`config.mk`:
```
export PLATFORM = sky130hd
export DESIGN_NAME = pfc_fastlock_ctrl
export DESIGN_NICKNAME = d
export VERILOG_FILES = /design/src/core/pfc_pkg.sv /design/src/core/pfc_fast_timer.sv /design/src/core/pfc_ref_div.sv /design/src/core/pfc_fastlock_ctrl.sv
export SDC_FILE = /design/constraint.sdc
export NUM_CORES = 1
export LEC_CHECK = 0
export ABC_AREA = 1
export BUFFER_PORTS_ARGS = -buffer_cell sky130_fd_sc_hd__buf_2
export CELL_PAD_IN_SITES_DETAIL_PLACEMENT = 1
export CELL_PAD_IN_SITES_GLOBAL_PLACEMENT = 2
export CORE_ASPECT_RATIO = 1.75
export CORE_MARGIN = 1.5
export CORE_UTILIZATION = 34
export CTS_BUF_LIST = sky130_fd_sc_hd__clkbuf_4 sky130_fd_sc_hd__clkbuf_8
export DETAILED_ROUTE_END_ITERATION = 10
export PLACE_DENSITY = 0.89
export SLEW_MARGIN = 20
export SYNTH_ARGS = -nofsm -noshare
export SYNTH_HDL_FRONTEND = slang
export SYNTH_SLANG_ARGS = --single-unit
export TNS_END_PERCENT = 100
```
`constraint.sdc`:
```
create_clock -name core_clk -period 5.9 [get_ports core_clk]
set_input_delay 0 -clock core_clk [delete_from_list [all_inputs] [get_ports core_clk]]
set_output_delay 0 -clock core_clk [all_outputs]
set_load 0.02 [all_outputs]
```
`src/core/pfc_pkg.sv`:
```
package pfc_pkg;
    // Register indices; the byte address on the bus is four times the index
    localparam logic [7:0] REF_CFG_IDX = 8'h1b;
    localparam logic [7:0] PUMP_CFG_IDX = 8'h1c;
    localparam logic [7:0] FAST_HI_IDX = 8'h1d;
    localparam logic [7:0] FAST_LO_IDX = 8'h20;
    localparam logic [7:0] FB_LOW_IDX = 8'h10;
    localparam logic [7:0] FB_MID_IDX = 8'h11;
    localparam logic [7:0] FB_HIGH_IDX = 8'h12;
    localparam logic [7:0] REF_LO_IDX = 8'h19;
    localparam logic [7:0] REF_HI_IDX = 8'h1a;
    localparam logic [7:0] STATUS_IDX = 8'h40;
    // Field positions
    localparam int DIFF_BIT = 2;
    localparam int PW_LSB = 3;
    localparam int SLIP_LSB = 5;
    localparam int POL_BIT = 5;
    localparam int TIMER_HI_LSB = 5;
    // Reset values
    localparam logic [7:0] REF_CFG_RST = 8'h08;
    localparam logic [7:0] PUMP_CFG_RST = 8'h00;
    localparam logic [7:0] FAST_HI_RST = 8'h00;
    localparam logic [7:0] FAST_LO_RST = 8'h00;
    localparam logic [17:0] FB_DIV_RST = 18'h00010;
    localparam logic [15:0] REF_DIV_RST = 16'h0001;
    // Timing: each timer step is this many comparison cycles
    localparam int TIMER_STEP = 32;
    localparam int TIMER_W = 11;
    typedef enum logic [1:0] {PFC_SLIP_OFF, PFC_SLIP_X2, PFC_SLIP_X4} pfc_slip_t;
endpackage : pfc_pkg

```
`src/core/pfc_fast_timer.sv`:
```
`timescale 1ns/1ns
`default_nettype none
module pfc_fast_timer #(
    parameter int W = 11,
    parameter int STEP = 32
) (
    // Clock and reset
    input wire logic core_clk,
    input wire logic rst_n,
    // Control
    input wire logic start,
    input wire logic tick,
    input wire logic [W-1:0] load_val,
    // Status
    output logic running
);
    localparam int CW = W + $clog2(STEP);
    logic [CW-1:0] remain_r;

    always_ff @(posedge core_clk) begin
        if (!rst_n) begin
            remain_r <= '0;
        end else if (start) begin
            remain_r <= {load_val, {($clog2(STEP)){1'b0}}};
        end else if (tick && remain_r != '0) begin
            remain_r <= remain_r - 1'b1;
        end
    end

    assign running = (remain_r != '0);
endmodule : pfc_fast_timer
`default_nettype wire

```
`src/core/pfc_ref_div.sv`:
```
`timescale 1ns/1ns
`default_nettype none
module pfc_ref_div #(
    parameter int W = 16
) (
    // Clock and reset
    input wire logic core_clk,
    input wire logic rst_n,
    // Divide value, zero or one bypasses
    input wire logic [W-1:0] divide,
    // Output tick, one cycle
    output logic tick
);
    logic [W-1:0] cnt_r;

    always_ff @(posedge core_clk) begin
        if (!rst_n) begin
            cnt_r <= '0;
            tick <= 1'b0;
        end else if (cnt_r + 1'b1 >= divide) begin
            cnt_r <= '0;
            tick <= 1'b1;
        end else begin
            cnt_r <= cnt_r + 1'b1;
            tick <= 1'b0;
        end
    end
endmodule : pfc_ref_div
`default_nettype wire

```
`src/core/pfc_fastlock_ctrl.sv`:
```
// Local design decision: the APB slave port.
`timescale 1ns/1ns
`default_nettype none
module pfc_fastlock_ctrl (
    // Clock and reset
    input wire logic core_clk,
    input wire logic rst_n,
    // APB slave
    input wire logic psel,
    input wire logic penable,
    input wire logic pwrite,
    input wire logic [11:0] paddr,
    input wire logic [31:0] pwdata,
    output logic [31:0] prdata,
    output logic pready,
    output logic pslverr,
    // Phase detector
    input wire logic ref_leads,
    input wire logic fb_leads,
    // Ramp engine
    input wire logic ramp_active,
    input wire logic ramp_segment_fast_flag,
    output logic ramp_start,
    // Dividers
    output logic [17:0] fb_divide,
    output logic [19:0] ref_divide,
    output logic ref_divider_differential,
    // Charge pump
    output logic [1:0] min_pulse_width_sel,
    output logic [4:0] pump_gain,
    output logic pump_tristate,
    output logic pump_source,
    output logic pump_sink,
    // Status
    output logic fast_active
);
    logic [7:0] ref_cfg_r;
    logic [7:0] pump_cfg_r;
    logic [7:0] fast_hi_r;
    logic [7:0] fast_lo_r;
    logic [17:0] fb_div_r;
    logic [15:0] ref_div_r;
    logic [31:0] rdata_nxt;
    logic [9:0] widx;
    logic wr_en;
    logic rd_en;
    logic addr_ok;
    logic fb_low_wr;
    logic ref_tick;
    logic timer_run;
    logic speedup;
    logic [10:0] timer_val;
    logic [15:0] ref_eff;
    logic [1:0] slip_eff;
    logic [1:0] pw_eff;
    logic [1:0] cnt_shift;

    function automatic logic mapped(input logic [9:0] idx);
        mapped = (idx == pfc_pkg::REF_CFG_IDX) || (idx == pfc_pkg::PUMP_CFG_IDX)
            || (idx == pfc_pkg::FAST_HI_IDX) || (idx == pfc_pkg::FAST_LO_IDX)
            || (idx == pfc_pkg::FB_LOW_IDX) || (idx == pfc_pkg::FB_MID_IDX)
            || (idx == pfc_pkg::FB_HIGH_IDX) || (idx == pfc_pkg::REF_LO_IDX)
            || (idx == pfc_pkg::REF_HI_IDX) || (idx == pfc_pkg::STATUS_IDX);
    endfunction : mapped

    // Power of two clamp for the differential counter
    function automatic logic [15:0] diff_clamp(input logic [15:0] v);
        if (v >= 16'h0010) begin
            diff_clamp = 16'h0010;
        end else if (v >= 16'h0008) begin
            diff_clamp = 16'h0008;
        end else if (v >= 16'h0004) begin
            diff_clamp = 16'h0004;
        end else begin
            diff_clamp = 16'h0002;
        end
    endfunction : diff_clamp

    assign widx = paddr[11:2];
    assign addr_ok = mapped(widx) && (paddr[1:0] == 2'b00);
    assign wr_en = psel && penable && pready && pwrite && addr_ok;
    assign rd_en = psel && !penable && !pwrite;
    assign fb_low_wr = wr_en && (widx == pfc_pkg::FB_LOW_IDX);

    // No wait state: pready rises in the first access cycle
    always_ff @(posedge core_clk) begin
        if (!rst_n) begin
            pready <= 1'b0;
        end else begin
            pready <= psel && !penable;
        end
    end

    // Error flag rides with pready, so a refused write never lands
    always_ff @(posedge core_clk) begin
        if (!rst_n) begin
            pslverr <= 1'b0;
        end else begin
            pslverr <= psel && !penable && !addr_ok;
        end
    end

    always_ff @(posedge core_clk) begin
        if (!rst_n) begin
            ref_cfg_r <= pfc_pkg::REF_CFG_RST;
        end else if (wr_en && widx == pfc_pkg::REF_CFG_IDX) begin
            ref_cfg_r <= pwdata[7:0];
        end
    end

    always_ff @(posedge core_clk) begin
        if (!rst_n) begin
            pump_cfg_r <= pfc_pkg::PUMP_CFG_RST;
        end else if (wr_en && widx == pfc_pkg::PUMP_CFG_IDX) begin
            pump_cfg_r <= pwdata[7:0];
        end
    end

    always_ff @(posedge core_clk) begin
        if (!rst_n) begin
            fast_hi_r <= pfc_pkg::FAST_HI_RST;
        end else if (wr_en && widx == pfc_pkg::FAST_HI_IDX) begin
            fast_hi_r <= pwdata[7:0];
        end
    end

    always_ff @(posedge core_clk) begin
        if (!rst_n) begin
            fast_lo_r <= pfc_pkg::FAST_LO_RST;
        end else if (wr_en && widx == pfc_pkg::FAST_LO_IDX) begin
            fast_lo_r <= pwdata[7:0];
        end
    end

    always_ff @(posedge core_clk) begin
        if (!rst_n) begin
            fb_div_r <= pfc_pkg::FB_DIV_RST;
        end else if (wr_en) begin
            case (widx)
                pfc_pkg::FB_LOW_IDX: fb_div_r[7:0] <= pwdata[7:0];
                pfc_pkg::FB_MID_IDX: fb_div_r[15:8] <= pwdata[7:0];
                pfc_pkg::FB_HIGH_IDX: fb_div_r[17:16] <= pwdata[1:0];
                default: ;
            endcase
        end
    end

    always_ff @(posedge core_clk) begin
        if (!rst_n) begin
            ref_div_r <= pfc_pkg::REF_DIV_RST;
        end else if (wr_en) begin
            case (widx)
                pfc_pkg::REF_LO_IDX: ref_div_r[7:0] <= pwdata[7:0];
                pfc_pkg::REF_HI_IDX: ref_div_r[15:8] <= pwdata[7:0];
                default: ;
            endcase
        end
    end

    always_comb begin
        rdata_nxt = 32'h0000_0000;
        case (widx)
            pfc_pkg::REF_CFG_IDX: rdata_nxt[7:0] = ref_cfg_r;
            pfc_pkg::PUMP_CFG_IDX: rdata_nxt[7:0] = pump_cfg_r;
            pfc_pkg::FAST_HI_IDX: rdata_nxt[7:0] = fast_hi_r;
            pfc_pkg::FAST_LO_IDX: rdata_nxt[7:0] = fast_lo_r;
            pfc_pkg::FB_LOW_IDX: rdata_nxt[7:0] = fb_div_r[7:0];
            pfc_pkg::FB_MID_IDX: rdata_nxt[7:0] = fb_div_r[15:8];
            pfc_pkg::FB_HIGH_IDX: rdata_nxt[1:0] = fb_div_r[17:16];
            pfc_pkg::REF_LO_IDX: rdata_nxt[7:0] = ref_div_r[7:0];
            pfc_pkg::REF_HI_IDX: rdata_nxt[7:0] = ref_div_r[15:8];
            pfc_pkg::STATUS_IDX: rdata_nxt[1:0] = {speedup, timer_run};
            default: rdata_nxt = 32'h0000_0000;
        endcase
    end

    always_ff @(posedge core_clk) begin
        if (!rst_n) begin
            prdata <= 32'h0000_0000;
        end else if (rd_en) begin
            prdata <= rdata_nxt;
        end
    end

    // Effective settings
    assign timer_val = {fast_hi_r[7:pfc_pkg::TIMER_HI_LSB], fast_lo_r};
    assign ref_eff = ref_cfg_r[pfc_pkg::DIFF_BIT] ? diff_clamp(ref_div_r) : ref_div_r;
    always_comb begin
        pw_eff = ref_cfg_r[pfc_pkg::PW_LSB+1:pfc_pkg::PW_LSB];
        if (pw_eff == 2'd0) begin
            pw_eff = 2'd1;
        end
        slip_eff = ref_cfg_r[pfc_pkg::SLIP_LSB+1:pfc_pkg::SLIP_LSB];
        if (slip_eff == 2'd3) begin
            slip_eff = 2'(pfc_pkg::PFC_SLIP_X4);
        end
    end

    // Timer ticks at the unscaled comparison rate, so scaling never stretches it
    pfc_ref_div #(
        .W(16)
    ) u_ref_div (
        .core_clk(core_clk),
        .rst_n(rst_n),
        .divide(ref_eff),
        .tick(ref_tick)
    );

    pfc_fast_timer #(
        .W(pfc_pkg::TIMER_W),
        .STEP(pfc_pkg::TIMER_STEP)
    ) u_timer (
        .core_clk(core_clk),
        .rst_n(rst_n),
        .start(fb_low_wr),
        .tick(ref_tick),
        .load_val(timer_val),
        .running(timer_run)
    );

    assign speedup = timer_run || (ramp_active && ramp_segment_fast_flag);
    assign cnt_shift = speedup ? slip_eff : 2'd0;

    // Top bits drop if software overscales; the range is its duty
    always_ff @(posedge core_clk) begin
        if (!rst_n) begin
            fb_divide <= pfc_pkg::FB_DIV_RST;
        end else begin
            fb_divide <= 18'(fb_div_r << cnt_shift);
        end
    end

    always_ff @(posedge core_clk) begin
        if (!rst_n) begin
            ref_divide <= {4'h0, pfc_pkg::REF_DIV_RST};
        end else begin
            ref_divide <= {4'h0, ref_eff} << cnt_shift;
        end
    end

    always_ff @(posedge core_clk) begin
        if (!rst_n) begin
            ref_divider_differential <= pfc_pkg::REF_CFG_RST[pfc_pkg::DIFF_BIT];
            min_pulse_width_sel <= pfc_pkg::REF_CFG_RST[pfc_pkg::PW_LSB+1:pfc_pkg::PW_LSB];
        end else begin
            ref_divider_differential <= ref_cfg_r[pfc_pkg::DIFF_BIT];
            min_pulse_width_sel <= pw_eff;
        end
    end

    always_ff @(posedge core_clk) begin
        if (!rst_n) begin
            fast_active <= 1'b0;
        end else begin
            fast_active <= speedup;
        end
    end

    always_ff @(posedge core_clk) begin
        if (!rst_n) begin
            pump_gain <= 5'h00;
            pump_tristate <= 1'b1;
        end else if (speedup) begin
            pump_gain <= fast_hi_r[4:0];
            pump_tristate <= (fast_hi_r[4:0] == 5'h00);
        end else begin
            pump_gain <= pump_cfg_r[4:0];
            pump_tristate <= (pump_cfg_r[4:0] == 5'h00);
        end
    end

    always_ff @(posedge core_clk) begin
        if (!rst_n) begin
            pump_source <= 1'b0;
            pump_sink <= 1'b0;
        end else begin
            pump_source <= pump_cfg_r[pfc_pkg::POL_BIT] ? fb_leads : ref_leads;
            pump_sink <= pump_cfg_r[pfc_pkg::POL_BIT] ? ref_leads : fb_leads;
        end
    end

    always_ff @(posedge core_clk) begin
        if (!rst_n) begin
            ramp_start <= 1'b0;
        end else begin
            ramp_start <= fb_low_wr;
        end
    end
endmodule : pfc_fastlock_ctrl
`default_nettype wire

```
==> flow_summary.toml, run 1 <==
[grt]
antenna_found_initial = 0
grt_overflow = 0
grt_pass1_vias = 8323
grt_usage_pct = 22.04
grt_pass1_wl_mm = 42.50
grt_max_degree = 68

[detailed_routing]
ant_nets = 0
drc = 0
via_per_inst = 4.934
detail_route.wl_per_cell_microns = 16.36
drtPass1Iterations = 4
drt_iter0_markers = 330
vias = 8038
wirelength_mm = 26.66

[synthesis]
synth_area_per_cell_sq_um = 6.655
synth-seq-cells = 159
synth_area_sq_mm = 0.008145
async_flop_share_pct = 0
syn_inst = 1224
yosysMostFrequentCell = "nand2_1"
ys.flop_type = "dfxtp_1"
ys_seq_area_share_pct = 39.08
synth_area_leaders = "dfxtp_1 39%, nand2_1 11%, inv_1 9.2%, nor2_1 8.0%, o21ai_0 7.4%"
yosys.cell_types.count = 35
synth_top_cell_by_area = "dfxtp_1"
synth_top_area_share_pct = 39.08
synth_common_cells = "245 x nand2_1, 200 x inv_1, 173 x nor2_1, 159 x dfxtp_1, 121 x o21ai_0"
ys_warn_count = 0
synth_enable_flop_cells = 0

[timing]
period_minus_slack_ns = 3.629
fin_hold_ws_ns = 0.03992
hold_viol = 0
setup_violations = 0
fin_skew_ns = 0.01538
period_share_pct = 61.51
slew_viol_final = 0
fin_setup_tns_ns = 0
grt_setup_unrepaired = "no"
fin_ws_ns = 2.271
fmaxAchievable_mhz = 275.6
worst_pin_slew_ns = 0.9392
maxSlewHeadroom_pct = 37.15

[clocking]
cts-buffers-inserted = 17
clk_latency_ns = 0.49
clockBufferDepth = 2
clk_pin_slew_ns = 0.09
postCtsResizedCells = 0
cts_sinks = 159
cts_tree = "yes"
h-tree-depth = 4
postCtsSetupBuffers = 0
cts_root_buffer = "clkbuf_8"

[setup_path]
crit_path_max_fanout = 16
cp_slowest_cell = "nand4_1"
cp.required_ns = 6.29
crit_arrival_ns = 4.02
cp_slowest_stage_delay_ns = 0.59
crit_path_cell_trace = "and3_1 -> nand3_1 -> nor2_1 -> inv_1 -> nor2_1 -> nand2_1 -> nor2_1 -> nand3_1 -> xor2_1 -> inv_1 -> ha_1 -> a21oi_1 -> o21ai_0 -> a21oi_1 -> nand4_1 -> nor3_1"
start_kind = "flip-flop"
r2r_slack_ns = 2.27
crit_family = "simple AND/OR/NAND/NOR gates"
endpoint_kind = "flip-flop"
cpMostUsedCell = "nor2_1"
critPathKind = "flip-flop to flip-flop"
path_buf_inv = 2

[floorplan]
start_util_pct = 34.77
coreArea_sq_mm = 0.02343
num_rows = 74
dieArea_sq_mm = 0.02493
die_x_microns = 120
boundaryPins = 138
die_h_microns = 207.8

[placement]
gp_congestion = 0.8377
pre_cts_ws_ns = 2.138
portBuffers = 88
hpwl_mm = 20.37

[flow_run]
maxCapViolations = 0

[pwr]
vdd_drop_max_v = 0.0002545
p_leak_nw = 4.416
pwr_density_cell_mw_per_mm2 = 286.4
power_mw = 2.649

[final_layout]
antenna_cells = 0
fillers = 3082
drive_gt1_share_pct = 9.962
nets = 1383
syn2layout_area_growth_pct = 13.58

[outcome]
outcome = "finished, final reports clean"

[worst_hold_path]
min_path_type = "primary input to flip-flop"
sequential cells by signal (all words and copies together) (netlist names):
register / cells
fast_lo_r: 8
u_ref_div.tick: 1
fast_active: 1
ref_div_r: 16
fb_divide: 18
prdata: 8
u_ref_div.cnt_r: 16
u_timer.remain_r: 16
fast_hi_r: 8
pump_sink: 1
pump_cfg_r: 8
pready: 1
pslverr: 1
ref_cfg_r: 8
pump_source: 1
ref_divider_differential: 1
pump_gain: 5
min_pulse_width_sel: 2
ref_divide: 19
fb_div_r: 18
ramp_start: 1
pump_tristate: 1
through the flow:
| stage | utilization (%) | area [sq um] | instances |
|---|---|---|---|
| CTS | 39.48 | 9249 | 1629 |
| floorplan | - | 8239 | 1249 |
| detailed placement | 37.06 | 8681 | 1579 |
| finish | 39.49 | 9251 | 1629 |
| global route | 39.49 | 9251 | 1629 |
| global placement | 37.06 | 8681 | 1579 |
final timing paths:
| check | depth (start not counted) | from | end |
|---|---|---|---|
| worst max register to register | 16 | u_ref_div.cnt_r[0] | u_ref_div.cnt_r[10] |
| worst min-delay path | 6 | penable | prdata[6] |
| worst min register to register | 2 | ref_cfg_r[1] | ref_cfg_r[1] |
| worst max-delay path | 16 | u_ref_div.cnt_r[0] | u_ref_div.cnt_r[10] |
layout by cell type (no fill, tap or decap), types with 19 or more instances in the layout:
| cell type | Yosys | final |
|---|---|---|
| buf_2 | 6 | 88 |
| dfxtp_1 | 159 | 159 |
| nor3_1 | 20 | 20 |
| o21ai_0 | 121 | 121 |
| inv_1 | 200 | 200 |
| conb_1 | 1 | 26 |
| nor2_1 | 173 | 173 |
| clkbuf_8 | 0 | 19 |
| nand3_1 | 57 | 57 |
| nand4_1 | 27 | 27 |
| o22ai_1 | 52 | 52 |
| a21oi_1 | 51 | 51 |
| nand2_1 | 245 | 244 |
metal layers:
metal | global-route usage (%) | vias to the layer above | part of all wire, %
li1 | - | 4027 | -
met1 | 21.31 | 3824 | 37
met2 | 43.19 | 132 | 56
met3 | 3.462 | 55 | 2.4
met4 | 11.99 | 0 | 4.5
met5 | 0 | - | 0
logic make-up after synthesis:
group / Yosys count / share of synthesized area [%]
compound gates: 235 / 15.58
xor+xnor: 11 / 1.183
fa+ha+maj: 18 / 2.765
buf+inv: 268 / 14.33
flops: 159 / 39.08
other cells: 1 / 0.04604
simple gates: 532 / 27.02
cell type report:
class	count	area, sq um	area share, %
flip-flops and latches	159	3183	34.41
clock inverters	13	126.4	1.366
repair buffers	110	650.6	7.033
multi-input cells	822	3891	42.06
well taps	304	380.4	4.111
inverters	202	758.2	8.196
clock buffers	19	261.5	2.827
where the power goes:
group          switching, mW  total [mW]  internal [mW]
combinational          0.436       0.634          0.198
clock                  0.465       0.828          0.363
sequential            0.0496        1.19           1.14
total                  0.950        2.65           1.70
worst min-delay path: stages:
cell and delay [ns]:
buf_2 0.09, inv_1 0.03, nand2_1 0.07, nor2_1 0.14
nand2_1 0.10, a21oi_1 0.05
repair_timing:
item,4_1_cts,5_1_grt
hold endpoints to repair,82,0
setup endpoints to repair,0,0
hold buffers,18,0
Power figures use the tool's default switching activity.
==> run 2: changes to the inputs <==
CORE_UTILIZATION = 32   (was 34)
PLACE_DENSITY = 0.85   (was 0.89)
clock period = 3.59 ns   (was 5.9 ns; I/O delays follow)
==> flow_summary.toml, run 2 (synthesis gave the netlist of run 1 again) <==
[grt]
grt_max_degree = 68
grt_pass1_vias = 8358
grt_overflow = 0
grt_usage_pct = 21.53
antenna_found_initial = 0
grt_pass1_wl_mm = 43.53

[worst_hold_path]
min_path_type = "primary input to flip-flop"
worstHoldPathCells = 6

[clocking]
cts_sinks = 159
cts-buffers-inserted = 17
cts_tree = "yes"
postCtsSetupBuffers = 0
clk_pin_slew_ns = 0.09
clockBufferDepth = 2
cts_root_buffer = "clkbuf_8"
postCtsResizedCells = 0
clk_latency_ns = 0.51
h-tree-depth = 4
cts_hold_buf = 19

[detailed_routing]
detail_route.wl_per_cell_microns = 16.49
vias = 8128
ant_nets = 0
drt_iter0_markers = 412
drtPass1Iterations = 4
wirelength_mm = 27.20
via_per_inst = 4.926
drc = 0

[final_layout]
syn2layout_area_growth_pct = 14.24
final_common_cell = "nand2_1"
fin_util_pct = 37.01
antenna_cells = 0
layout_common_cells = "245 x nand2_1, 200 x inv_1, 173 x nor2_1"
nets = 1392
top_regs = "ref_divide x19, fb_div_r x18, fb_divide x18"
largest_register_ffs = 19
regMostFlops = "ref_divide"
drive_gt1_share_pct = 10.42
fillers = 3255

[placement]
portBuffers = 88
gp_congestion = 0.8392
hpwl_mm = 20.71

[setup_path]
critPathKind = "flip-flop to flip-flop"
reg2reg_depth = 17
cp.required_ns = 4.02
endpoint_kind = "flip-flop"
start_kind = "flip-flop"
crit_arrival_ns = 3.49
crit_path_max_fanout = 16

[timing]
maxSlewHeadroom_pct = 42.80
fin_skew_ns = 0.01970
fmaxAchievable_mhz = 326.5
slew_viol_final = 0
setup_violations = 0
grt_setup_unrepaired = "no"
fin_setup_tns_ns = 0
hold_viol = 0
period_minus_slack_ns = 3.063
worst_pin_slew_ns = 0.8571
period_share_pct = 85.32

[pwr]
p_leak_nw = 4.441
pwr_density_cell_mw_per_mm2 = 461.0
vdd_drop_max_v = 0.0002687

[floorplan]
dieArea_sq_mm = 0.02646
boundaryPins = 138
start_util_pct = 32.39
num_rows = 77
coreArea_sq_mm = 0.02515
die_h_microns = 214.1
die_x_microns = 123.6

[outcome]
outcome = "finished, final reports clean"

[flow_run]
maxCapViolations = 0
## run 2: where the power goes
| group | internal [mW] | switching, mW | total [mW] |
|---|---|---|---|
| combinational | 0.336 | 0.706 | 1.04 |
| clock | 0.515 | 0.781 | 1.30 |
| sequential | 1.87 | 0.0818 | 1.95 |
## run 2: critical path, cell delays in order, from the launching register on
cell and delay, ns:
dfxtp_1 0.38, and3_1 0.21, nand3_1 0.10, nor2_1 0.13
inv_1 0.08, nor2_1 0.24, nand2_1 0.12, nor2_1 0.13
nand3_1 0.10, xor2_1 0.19, inv_1 0.07, ha_1 0.32
a21oi_1 0.15, o21ai_0 0.10, a21oi_1 0.18, nand4_1 0.11
buf_4 0.24, nor3_1 0.14
## run 2: worst paths after layout
check / startpoint / endpoint / slack, ns
worst max-delay path: u_ref_div.cnt_r[0] / u_ref_div.cnt_r[2] / 0.53
worst min-delay path: penable / prdata[7] / 0.04
worst max register to register: u_ref_div.cnt_r[0] / u_ref_div.cnt_r[2] / 0.53
worst min register to register: ref_cfg_r[4] / min_pulse_width_sel[0] / 0.46
## run 2: area by class of cell
cell class | instances | area, sq um | share of cell area [%]
timing repair buffer | 119 | 720.7 | 7.745
clock buffer | 19 | 255.2 | 2.743
tap | 316 | 395.4 | 4.249
multi-input combinational | 822 | 3889 | 41.79
clock inverter | 13 | 103.9 | 1.116
sequential | 159 | 3183 | 34.21
inverter | 202 | 758.2 | 8.148
## run 2: routing by layer
layer  up-vias  GRT usage [%]  part of all wire (%)
li1       4049              -                     -
met2       137          42.01                    57
met3        41          3.138                   2.5
met4         0          9.195                   2.9
met1      3901          21.72                    38
met5         -              0                     0
## run 2: per-stage QoR
stage	instance area (sq um)	cells	worst slack [ns]	total power, mW	hold WS, ns
after global placement	8756	1599	0.5991	3.005	0.2524
after global routing	9305	1650	0.1054	4.561	0.08718
after detailed placement	8756	1599	0.5168	3.031	0.2534
after CTS	9305	1650	0.4633	4.345	0.003342
final	9305	1650	0.5269	4.289	0.04164
after floorplan	8239	1249	0.7866	2.734	0.1127
==> run 3: changes to the inputs <==
BUFFER_PORTS_ARGS = -buffer_cell sky130_fd_sc_hd__clkbuf_2   (was -buffer_cell sky130_fd_sc_hd__buf_2)
==> flow_summary.toml, run 3 (synthesis gave the netlist of run 1 again) <==
[final_layout]
regMostFlops = "ref_divide"
syn2layout_area_growth_pct = 14.56
antenna_cells = 0
final_common_cell = "nand2_1"
largest_register_ffs = 19
fin_util_pct = 37.11
nets = 1392
drive_gt1_share_pct = 10.57
top_regs = "ref_divide x19, fb_div_r x18, fb_divide x18"
layout_common_cells = "245 x nand2_1, 200 x inv_1, 173 x nor2_1"

[timing]
fin_ws_ns = 0.5224
slew_viol_final = 0
setup_violations = 0
worst_pin_slew_ns = 0.7542
fmaxAchievable_mhz = 326.0
grt_setup_unrepaired = "no"
fin_skew_ns = 0.01857
fin_hold_ws_ns = 0.03525
maxSlewHeadroom_pct = 49.57
hold_viol = 0
period_share_pct = 85.45
period_minus_slack_ns = 3.068
fin_setup_tns_ns = 0

[clocking]
cts_hold_buf = 17
postCtsResizedCells = 0
cts_tree = "yes"
cts_sinks = 159
postCtsSetupBuffers = 0
clk_pin_slew_ns = 0.09
cts_root_buffer = "clkbuf_8"
clockBufferDepth = 2
h-tree-depth = 4
clk_latency_ns = 0.50
cts-buffers-inserted = 17

[placement]
pre_cts_ws_ns = 0.5108
portBuffers = 88
gp_congestion = 0.8144
hpwl_mm = 20.65

[grt]
grt_util_met2_pct = 41.29
grt_use_met3_pct = 3.777
busiest_layer = "met2"
grt_pass1_wl_mm = 43.41
grt_pass1_vias = 8360
antenna_found_initial = 0
grt_max_degree = 68
grt_usage_pct = 21.54
grt_overflow = 0
grt_use_met1_pct = 21.80

[detailed_routing]
wirelength_mm = 26.99
vias = 8133
via_per_inst = 4.929
drtPass1Iterations = 6
detail_route.wl_per_cell_microns = 16.36
ant_nets = 0
drc = 0
drt_iter0_markers = 321

[pwr]
p_leak_nw = 4.430
power_mw = 4.319
pwr_density_cell_mw_per_mm2 = 462.8
vdd_drop_max_v = 0.0002740

[setup_path]
cp.required_ns = 4.01
endpoint_kind = "flip-flop"
r2r_end = "u_ref_div.cnt_r[2]"
reg2reg_depth = 17
crit_arrival_ns = 3.48
critPathKind = "flip-flop to flip-flop"
r2r_slack_ns = 0.52
crit_path_max_fanout = 16
r2r_start = "u_ref_div.cnt_r[0]"
start_kind = "flip-flop"

[floorplan]
start_util_pct = 32.39
die_h_microns = 214.1
boundaryPins = 138
num_rows = 77
coreArea_sq_mm = 0.02515
dieArea_sq_mm = 0.02646
die_x_microns = 123.6

[flow_run]
maxCapViolations = 0

[worst_hold_path]
min_from = "penable"
worstHoldPathCells = 6
holdPathEnd = "prdata[5]"
min_path_type = "primary input to flip-flop"

[outcome]
outcome = "finished, final reports clean"
## run 3: layout make-up
class                   count  area [sq um]
clock buffers              21         270.3
clock inverters            11         107.6
fillers                  3292         15810
inverters                 202         758.2
multi-input cells         822          3889
flip-flops and latches    159          3183
well taps                 316         395.4
repair buffers            119         728.2
## run 3: worst max path at each step
stage / start / slack (ns) / end
detailed placement: u_ref_div.cnt_r[0] / 0.51 / u_ref_div.cnt_r[2]
finish: u_ref_div.cnt_r[0] / 0.52 / u_ref_div.cnt_r[2]
CTS: u_ref_div.cnt_r[0] / 0.49 / u_ref_div.cnt_r[2]
global route: u_ref_div.cnt_r[0] / 0.11 / u_ref_div.cnt_r[11]
floorplan: u_ref_div.cnt_r[0] / 0.79 / u_ref_div.cnt_r[12]
global placement: u_ref_div.cnt_r[0] / 0.62 / u_ref_div.cnt_r[13]
## run 3: through the flow
| step | cell area [sq um] | instances |
|---|---|---|
| floorplan | 8239 | 1249 |
| global placement | 8783 | 1601 |
| detailed placement | 8783 | 1601 |
| CTS | 9331 | 1650 |
| global route | 9331 | 1650 |
| finish | 9331 | 1650 |
## run 3: power by group
group	leakage, nW	total, mW	internal (mW)	switching [mW]
combinational	2.95	1.03	0.333	0.693
clock	0.190	1.34	0.597	0.745
sequential	1.28	1.95	1.87	0.0811
## run 3: routing by layer
layer / routed length, microns / vias up
met1: 10170 / 3901
met5: 0 / -
met4: 1038 / 0
met2: 15150 / 127
met3: 630 / 50
li1: - / 4055
## run 3: critical path, stage by stage, from the launching register on
cell	delay [ns]
dfxtp_1	0.39
and3_1	0.21
nand3_1	0.10
nor2_1	0.14
inv_1	0.07
nor2_1	0.23
nand2_1	0.11
nor2_1	0.13
nand3_1	0.10
xor2_1	0.19
inv_1	0.07
ha_1	0.33
a21oi_1	0.15
o21ai_0	0.09
a21oi_1	0.19
nand4_1	0.12
buf_4	0.24
nor3_1	0.14
